**config.mk**
```make
export PLATFORM = sky130hd
export DESIGN_NAME = ddrcmd_ctrl_flat
export DESIGN_NICKNAME = d
export VERILOG_FILES = /design/src/rtl/ddrcmd_pkg.sv /design/src/rtl/ddrcmd_if.sv /design/src/rtl/ddrcmd_ctrl.sv /design/src/flat_wrapper.sv
export VERILOG_INCLUDE_DIRS = /design/src /design/src/rtl
export SDC_FILE = /design/constraint.sdc
export NUM_CORES = 1
export LEC_CHECK = 0
export BUFFER_PORTS_ARGS = -buffer_cell sky130_fd_sc_hd__buf_2
export CAP_MARGIN = 20
export CORE_MARGIN = 1
export CORE_UTILIZATION = 55
export CTS_CLUSTER_SIZE = 24
export DETAILED_ROUTE_END_ITERATION = 12
export GPL_ROUTABILITY_DRIVEN = 0
export PLACE_DENSITY = 0.78
export SLEW_MARGIN = 20
export SYNTH_ARGS = -nofsm -noshare
export SYNTH_HDL_FRONTEND = slang
export SYNTH_SLANG_ARGS = --single-unit
```
**constraint.sdc**
```tcl
create_clock -name clk -period 3.25 [get_ports clk]
set_input_delay 0.4875 -clock clk [delete_from_list [all_inputs] [get_ports clk]]
set_output_delay 0.4875 -clock clk [all_outputs]
set_load 0.05 [all_outputs]
```
**src/rtl/ddrcmd_consts.svh**
```systemverilog
// Timing counts and field positions shared by both ends of the command link.
// Assumes inclusion by bare name from the package; the modules take the macros from that include.
`ifndef DDRCMD_CONSTS_SVH
`define DDRCMD_CONSTS_SVH
`define DDRCMD_AP_BIT 10
`define DDRCMD_AL_MAX 3'h6
`define DDRCMD_BANKS 4
`define DDRCMD_TXSNR_CYC 8'h14
`define DDRCMD_TRFC_CYC 8'h0c
`define DDRCMD_TREFI_CYC 16'h0f3c
`define DDRCMD_POST_MAX 4'h8
`define DDRCMD_TCCD_CYC 2'h2
`define DDRCMD_WR_CYC 4'h3
`define DDRCMD_CL_CYC 4'h3
`endif

```
**src/rtl/ddrcmd_pkg.sv**
```systemverilog
// Types shared by the device model and the controller.
// Assumes the constants header is on the include path.
`include "ddrcmd_consts.svh"
package ddrcmd_pkg;
    typedef enum logic [2:0] {DDRCMD_NOP, DDRCMD_ACT, DDRCMD_RD, DDRCMD_WR, DDRCMD_PRE,
        DDRCMD_REF, DDRCMD_SRE, DDRCMD_OTHER} ddrcmd_cmd_t;
    function automatic ddrcmd_cmd_t ddrcmd_decode(input logic cs_n, input logic ras_n,
        input logic cas_n, input logic we_n, input logic cke);
        ddrcmd_cmd_t c;
        c = DDRCMD_NOP;
        if (!cs_n) begin
            case ({ras_n, cas_n, we_n})
                3'h7: c = DDRCMD_NOP;
                3'h3: c = DDRCMD_ACT;
                3'h5: c = DDRCMD_RD;
                3'h4: c = DDRCMD_WR;
                3'h2: c = DDRCMD_PRE;
                3'h1: c = cke ? DDRCMD_REF : DDRCMD_SRE;
                default: c = DDRCMD_OTHER;
            endcase
        end
        return c;
    endfunction : ddrcmd_decode
endpackage : ddrcmd_pkg

```
**src/rtl/ddrcmd_if.sv**
```systemverilog
// Command pins between controller and device.
// Assumes both ends share one clock.
`timescale 1ns/1ps
interface ddrcmd_if;
    logic cke;
    logic cs_n;
    logic ras_n;
    logic cas_n;
    logic we_n;
    logic odt;
    logic [1:0] ba;
    logic [13:0] addr;
    modport ctrl (output cke, cs_n, ras_n, cas_n, we_n, odt, ba, addr);
    modport dev (input cke, cs_n, ras_n, cas_n, we_n, odt, ba, addr);
endinterface : ddrcmd_if

```
**src/rtl/ddrcmd_ctrl.sv**
```systemverilog
// Controller end: issues commands from APB orders and keeps refresh timing.
// Assumes APB on the same clock as the device.
`timescale 1ns/1ps
module ddrcmd_ctrl
    import ddrcmd_pkg::*;
(
    input wire logic clk,
    input wire logic rstn,
    ddrcmd_if.ctrl pins,
    input wire logic psel,
    input wire logic penable,
    input wire logic pwrite,
    input wire logic [7:0] paddr,
    input wire logic [31:0] pwdata,
    output logic [31:0] prdata,
    output logic pready,
    output logic pslverr
);
    // Offsets: 0x00 command word (write issues), 0x04 status.
    typedef enum logic [1:0] {C_RUN, C_SR, C_XS} ddrcmd_cst_t;
    typedef struct packed {
        ddrcmd_cst_t cs;
        logic [7:0] wait_cnt;
        logic [1:0] ccd;
        logic [15:0] refi;
        logic [3:0] owed;
        logic need_ref;
        logic [22:0] pend;
        logic busy;
        logic cke, cs_n, ras_n, cas_n, we_n, odt;
        logic [1:0] ba;
        logic [13:0] addr;
        logic [31:0] rd;
        logic rdy, err;
    } ddrcmd_ctl_t;
    ddrcmd_ctl_t s_reg, s_next;
    ddrcmd_cmd_t pc;
    logic ok;

    // ------------------------------------------------------------
    // Next state
    // ------------------------------------------------------------
    always_comb begin
        s_next = s_reg;
        s_next.rdy = 1'b0;
        s_next.err = 1'b0;
        s_next.cs_n = 1'b1;
        s_next.ras_n = 1'b1;
        s_next.cas_n = 1'b1;
        s_next.we_n = 1'b1;
        pc = ddrcmd_cmd_t'(s_reg.pend[18:16]);
        ok = 1'b0;
        if (s_reg.wait_cnt != 8'h00) s_next.wait_cnt = s_reg.wait_cnt - 8'h01;
        if (s_reg.ccd != 2'h0) s_next.ccd = s_reg.ccd - 2'h1;
        if (s_reg.cs == C_RUN) begin
            s_next.refi = s_reg.refi + 16'h0001;
            if (s_reg.refi == `DDRCMD_TREFI_CYC) begin
                s_next.refi = 16'h0000;
                if (s_reg.owed != `DDRCMD_POST_MAX) s_next.owed = s_reg.owed + 4'h1;
            end
        end
        case (s_reg.cs)
            C_RUN: begin
                if (s_reg.owed == `DDRCMD_POST_MAX && s_reg.wait_cnt == 8'h00) begin
                    s_next.cs_n = 1'b0;
                    s_next.ras_n = 1'b0;
                    s_next.cas_n = 1'b0;
                    s_next.owed = s_reg.owed - 4'h1;
                    s_next.need_ref = 1'b0;
                    s_next.wait_cnt = `DDRCMD_TRFC_CYC;
                end else if (s_reg.busy && s_reg.wait_cnt == 8'h00) begin
                    ok = !((pc == DDRCMD_RD || pc == DDRCMD_WR) && s_reg.ccd != 2'h0);
                    if (pc == DDRCMD_SRE && s_reg.need_ref) begin
                        ok = 1'b0;
                        s_next.busy = 1'b0;
                    end
                    if (pc == DDRCMD_SRE && s_reg.odt) begin
                        ok = 1'b0;
                        s_next.odt = 1'b0;
                    end
                    if (ok) begin
                        s_next.busy = 1'b0;
                        s_next.ba = s_reg.pend[15:14];
                        s_next.addr = s_reg.pend[13:0];
                        case (pc)
                            DDRCMD_ACT: {s_next.cs_n, s_next.ras_n} = 2'h0;
                            DDRCMD_RD: {s_next.cs_n, s_next.cas_n} = 2'h0;
                            DDRCMD_WR: {s_next.cs_n, s_next.cas_n, s_next.we_n} = 3'h0;
                            DDRCMD_PRE: {s_next.cs_n, s_next.ras_n, s_next.we_n} = 3'h0;
                            DDRCMD_REF: begin
                                {s_next.cs_n, s_next.ras_n, s_next.cas_n} = 3'h0;
                                s_next.wait_cnt = `DDRCMD_TRFC_CYC;
                                s_next.need_ref = 1'b0;
                                if (s_reg.owed != 4'h0) s_next.owed = s_reg.owed - 4'h1;
                            end
                            DDRCMD_SRE: begin
                                {s_next.cs_n, s_next.ras_n, s_next.cas_n} = 3'h0;
                                s_next.cke = 1'b0;
                                s_next.cs = C_SR;
                            end
                            default: s_next.odt = s_reg.pend[19];
                        endcase
                        if (pc == DDRCMD_RD || pc == DDRCMD_WR) s_next.ccd = `DDRCMD_TCCD_CYC - 2'h1;
                    end
                end
            end
            C_SR: begin
                s_next.cke = 1'b0;
                if (s_reg.busy && pc == DDRCMD_NOP) begin
                    s_next.busy = 1'b0;
                    s_next.cke = 1'b1;
                    s_next.cs = C_XS;
                    s_next.wait_cnt = `DDRCMD_TXSNR_CYC;
                    s_next.need_ref = 1'b1;
                end
            end
            C_XS: begin
                s_next.cke = 1'b1;
                s_next.odt = 1'b0;
                if (s_reg.wait_cnt == 8'h01) s_next.cs = C_RUN;
            end
            default: s_next.cs = C_RUN;
        endcase
        // APB slave; command writes are refused while one is pending.
        if (psel && !penable) begin
            s_next.rdy = 1'b1;
            s_next.rd = 32'h00000000;
            if (paddr == 8'h00) begin
                if (pwrite) begin
                    if (s_reg.busy) s_next.err = 1'b1;
                end else s_next.rd = {9'h000, s_reg.pend};
            end else if (paddr == 8'h04) begin
                if (!pwrite) s_next.rd = {22'h000000, s_reg.need_ref, s_reg.owed,
                    s_reg.cs == C_XS, s_reg.cs == C_SR, s_reg.busy, 2'h0};
                else s_next.err = 1'b1;
            end else s_next.err = 1'b1;
        end
        // A command write lands at the edge where pready is sampled high.
        if (psel && penable && s_reg.rdy && pwrite && paddr == 8'h00 && !s_reg.err) begin
            s_next.pend = pwdata[22:0];
            s_next.busy = 1'b1;
        end
    end

    // ------------------------------------------------------------
    // State register
    // ------------------------------------------------------------
    always_ff @(posedge clk or negedge rstn) begin
        if (!rstn) begin
            s_reg <= '0;
            s_reg.cke <= 1'b1;
            s_reg.cs_n <= 1'b1;
            s_reg.ras_n <= 1'b1;
            s_reg.cas_n <= 1'b1;
            s_reg.we_n <= 1'b1;
        end else begin
            s_reg <= s_next;
        end
    end

    assign pins.cke = s_reg.cke;
    assign pins.cs_n = s_reg.cs_n;
    assign pins.ras_n = s_reg.ras_n;
    assign pins.cas_n = s_reg.cas_n;
    assign pins.we_n = s_reg.we_n;
    assign pins.odt = s_reg.odt;
    assign pins.ba = s_reg.ba;
    assign pins.addr = s_reg.addr;
    assign prdata = s_reg.rd;
    assign pready = s_reg.rdy;
    assign pslverr = s_reg.err;
endmodule : ddrcmd_ctrl

```
**src/flat_wrapper.sv**
```systemverilog
// flat-port wrapper written by rule: the top's interface ports become plain ports
module ddrcmd_ctrl_flat import ddrcmd_pkg::*;
  (clk, rstn, psel, penable, pwrite, paddr, pwdata, prdata, pready, pslverr, pins_cke, pins_cs_n, pins_ras_n, pins_cas_n, pins_we_n, pins_odt, pins_ba, pins_addr);
  ddrcmd_if pins_i ();
  input wire logic clk;
  input wire logic rstn;
  input wire logic psel;
  input wire logic penable;
  input wire logic pwrite;
  input wire logic [7:0] paddr;
  input wire logic [31:0] pwdata;
  output logic [31:0] prdata;
  output logic pready;
  output logic pslverr;
  output wire logic [$bits(pins_i.cke)-1:0] pins_cke;
  output wire logic [$bits(pins_i.cs_n)-1:0] pins_cs_n;
  output wire logic [$bits(pins_i.ras_n)-1:0] pins_ras_n;
  output wire logic [$bits(pins_i.cas_n)-1:0] pins_cas_n;
  output wire logic [$bits(pins_i.we_n)-1:0] pins_we_n;
  output wire logic [$bits(pins_i.odt)-1:0] pins_odt;
  output wire logic [$bits(pins_i.ba)-1:0] pins_ba;
  output wire logic [$bits(pins_i.addr)-1:0] pins_addr;
  assign pins_cke = pins_i.cke;
  assign pins_cs_n = pins_i.cs_n;
  assign pins_ras_n = pins_i.ras_n;
  assign pins_cas_n = pins_i.cas_n;
  assign pins_we_n = pins_i.we_n;
  assign pins_odt = pins_i.odt;
  assign pins_ba = pins_i.ba;
  assign pins_addr = pins_i.addr;
  ddrcmd_ctrl u_core (.clk(clk), .rstn(rstn), .pins(pins_i), .psel(psel), .penable(penable), .pwrite(pwrite), .paddr(paddr), .pwdata(pwdata), .prdata(prdata), .pready(pready), .pslverr(pslverr));
endmodule
```
* Yosys cells after proc, flatten, opt, wreduce, memory -nomap -nowiden
Cells that the tools add are included.
Word-level totals: flip-flop bits (word level) 113, bits in latches 0, bits in writable memories 0, bits in read-only memories 0, input port bits 45, output and inout port bits 56, memories 0
Operators by class: $add $sub $neg 5, multiply operators 0, div/mod/pow operators 0, order comparisons 0, equal/unequal tests 26, shift operators 0, muxes and demuxes 60, bitwise logic cells 1, reduce and logical (&&, ||, !) cells 37
Operator list (count):
- $mux W23 | 3
- $mux W32 | 2
- $mux W12 | 2
- $mux W8 | 3
- $mux W1 | 20
- $mux W10 | 2
- $mux W2 | 10
- $mux W20 | 1
- $mux W4 | 5
- $mux W5 | 4
- $mux W18 | 1
- $add A16 B1 Y16 const B | 1
- $eq A16 B12 Y1 const B | 1
- $logic_not A8 Y1 | 2
- $pmux W8 S2 | 1
- $ne A3 B3 Y1 const B | 5
- $reduce_and A5 Y1 | 3
- $logic_and A1 B1 Y1 | 12
- $eq A3 B3 Y1 const B | 3
- $eq A8 B1 Y1 const B | 1
- $eq A8 B3 Y1 const B | 1
- $ne A2 B2 Y1 const B | 4
- $ne A4 B4 Y1 const B | 2
- $reduce_bool A8 Y1 | 1
- 29 further kinds | 39

* Depth between registers and ports, before layout
depth in word-level cells 14, gate-level depth with buffers 8, mapped depth without buffers 7

* Worst setup path after synthesis
OpenSTA, ideal clock, no wires.
kind flip-flop to flip-flop, from register u_core.s_reg[103] (netlist name), to register u_core.s_reg (netlist bit u_core.pins.addr[10]), arrival time 2.173 ns, required time 3.125 ns, slack 0.952 ns, stages on the path, launching flop included 9, path buffers 1, clock period less this slack 2.298 ns, path through dfrtp_1 inv_1 ha_1 nor3b_2 nand2_4 nor4_4 a21boi_4 buf_12 mux2_4
On the way: cells in the longest elaborated chain, start to end 4, elaborated cells on any way between the ends 5, those cells by class 1 x bitwise; 4 x reduce/logical
RTL lines:
- from (decl) | line ddrcmd_ctrl.sv:36 | ddrcmd_ctl_t s_reg, s_next;
- from (signal assigned) | line ddrcmd_ctrl.sv:157 | s_reg <= s_next;
- $logic_not A8 Y1 * | line ddrcmd_ctrl.sv:64, ddrcmd_ctrl.sv:71
- $logic_and A1 B1 Y1 | line ddrcmd_ctrl.sv:64 | if (s_reg.owed == `DDRCMD_POST_MAX && s_reg.wait_cnt == 8'h00) begin
- $not A1 Y1 (no line)
- $reduce_and A4 Y1 (no line) *
Mark *: on every way between the ends. The rest lies on a longest branch, timed or not. A chain may end at the register's enable or synchronous reset.

* Worst setup path in the final report
from register u_core.s_reg[103] (netlist name), to register u_core.s_reg (netlist bit u_core.pins.addr[1])
Same word-level chain as after synthesis.

==> out/results.txt <==
Initial Util = 0.5785
setup bufs post-CTS = 0
unrepaired setup endpoints after global routing = no
# IOs = 101
CTS tree = built
Ys Warns = 0
area leader, netlist = dfrtp_1
top-count cell post-synth = dfrtp_1
top post-synthesis cells by area = dfrtp_1 (48%), buf_4 (7.0%), mux2_2 (6.8%)
DRC Markers = 0
post-synth cell types = 62
Vias per Instance = 5.775
Sinks on Clock Net = 104
nets = 555
Least-Margin Pin Slew = 978.7 ps
Final ANT Viol Nets = 0
final worst path period share = 0.8174
clock root cell = clkbuf_8
Mapped Cells = 454
sequential area share after synthesis = 0.5072
All-Layer GR Usage = 0.2161
drt initial violations = 234
Clock Skews = 22.15 ps
DR vias = 3,546
Highest Clock Rate = 376.4 MHz
Ant. Diodes = 0
flops & latches, synth = 104
area delta synth->final = 7.614%
H-tree depth = 3
Tot Pwr = 2.569 mW
Die X-Extent = 98.71 um
minimum clock period = 2656 ps
register area = 0.002609 mm2
share of cells above drive strength 1 = 0.3221
total grt overflow = 0
Slew headroom = 0.3475
Clock transition at path regs = 100 ps
Worst Setup End Kind = flop
die height = 98.71 um
worst endpoint required time = 3500 ps
PortBufs = 82
final slew viol count = 0
share of the synthesized area in the top cell type = 0.4816
core area = 0.008891 mm2
R2R Path End = u_core.pins.addr[1]
Min-Delay Path Class = in -> async
Num CTS Buffers = 9
power per cell area = 464.0 mW/mm2
Leakage Power = 2.864 nW
number of iterations in the first detailed-routing pass = 8
PostCTS Resize Cnt = 0
Worst Setup Start Kind = flop
Multi-input gate area = 0.002023 mm2
final setup fails = 0
R2R Path Start = u_core.s_reg[103]
max-cap violations = 0
largest net degree at the start of global routing = 80
first-pass GRT wire length = 16,730 um
initial antenna violation count = 0
Rows = 34
Synth Area per Inst = 11.33 um2
Total Routed Length = 10,000 um
vias in the first global route = 3,502
CTS Buffer Depth = 2
CP arrival = 2910 ps
synthesized area = 0.005144 mm2
Clk Latency, worst-skew pair = 380 ps
Fillers = 694
VDD IR max = 0.0003175 V
R2R cell count = 8
setup_tns = 0 ps
drt wl/cell = 16.29 um
most instantiated cells after synthesis = dfrtp_1 (99), buf_4 (48), mux2_2 (31)
count of final hold-check violations = 0
Hold Buf Count CTS = 0
number of synthesized flops with an enable pin = 0
WS Path Type = reg -> reg
Post-synth ARST share = 1.000
HPWL Detailed = 7142 um
Worst R2R Setup Slack = 590 ps
outcome = finished clean
Post-synth top flop = dfrtp_1
CP Max Fanout = 18
max FFs per register = 54
die area = 0.009743 mm2
-- kinds of logic after synthesis --
| logic type | synth area share |
|---|---|
| mux | 0.09925 |
| xor+xnor | 0.02384 |
| buf+inv | 0.1065 |
| simple gates | 0.1279 |
| flops | 0.5072 |
| fa+ha+maj | 0.02189 |
| other cells | 0.0007290 |
| compound gates | 0.1126 |
-- report_power, final --
group / switching, mW / total, mW / internal (mW)
combinational: 0.302 / 0.469 / 0.167
sequential: 0.0207 / 1.34 / 1.32
clock: 0.451 / 0.758 / 0.307
total: 0.774 / 2.57 / 1.79
-- critical path, stage by stage, from the launching register on --
cell and delay, ps:
dfrtp_1 410, inv_1 110, ha_1 230, nor3b_2 440, nand2_4 150, nor4_4 280, a21boi_4 230, buf_4 320
mux2_2 380
-- stage by stage --
stage               area, um2  instances  worst slack, ps  hold WS, ps    util
finish                   5535        614            593.5        265.4  0.6226
global route             5535        614            390.1        323.4  0.6226
CTS                      5535        614            591.7        310.5  0.6226
detailed placement       5353        598            602.7        458.4  0.6020
global placement         5353        598            682.6        459.4  0.6020
floorplan                5174        462            952.2        191.9       -
-- placed cells by master (no fill, tap or decap), types with 3 or more instances in the layout --
cell       synthesis  layout
mux2_2            31      31
mux2i_1            3       3
nand3b_1           3       3
nand4_1            7       7
xnor2_1            9       9
o21ai_0           16      16
nand2b_1           5       5
or3_1              5       5
a222oi_1           8       8
nor4_4             3       3
xor2_1             5       5
clkbuf_8           0      10
o2bb2ai_1          3       3
a21oi_1           13      13
nor4_1             5       4
dfstp_2            5       5
a22o_1            15      15
mux2_4             8       8
dfrtp_1           99      99
nor3_1            10      10
nand2_1           25      25
nor2_1            20      20
a32o_1             3       3
a31oi_1            7       7
conb_1             1       9
nand3_1           10      10
buf_2              4      81
inv_1             25      25
buf_4             48      11
ha_1               9       9
or4_1              4       4
-- how the worst max path moves through the flow --
stage / start / endpoint / slack, ps / cells after the start
after global placement: u_core.s_reg[103] / u_core.pins.addr[3] / 680 / 8
after floorplan: u_core.s_reg[103] / u_core.pins.addr[10] / 950 / 8
final: u_core.s_reg[103] / u_core.pins.addr[1] / 590 / 8
after detailed placement: u_core.s_reg[103] / u_core.pins.addr[1] / 600 / 8
after global routing: u_core.s_reg[103] / u_core.pins.addr[0] / 390 / 8
after CTS: u_core.s_reg[103] / u_core.pins.addr[1] / 590 / 8
-- layer usage --
layer / part of all wire / up-vias / track usage
met5: 0 / - / 0
met3: 0.046 / 10 / 0.04326
met4: 0.012 / 0 / 0.07463
met1: 0.45 / 1773 / 0.2889
met2: 0.49 / 103 / 0.3543
li1: - / 1660 / -
-- cell type report --
type	instances	area share
flip-flops and latches	104	0.4713
clock inverters	5	0.007459
repair buffers	92	0.08816
inverters	26	0.01763
clock buffers	11	0.02554
multi-input cells	268	0.3655
well taps	108	0.02441
Power figures use the tool's default switching activity.
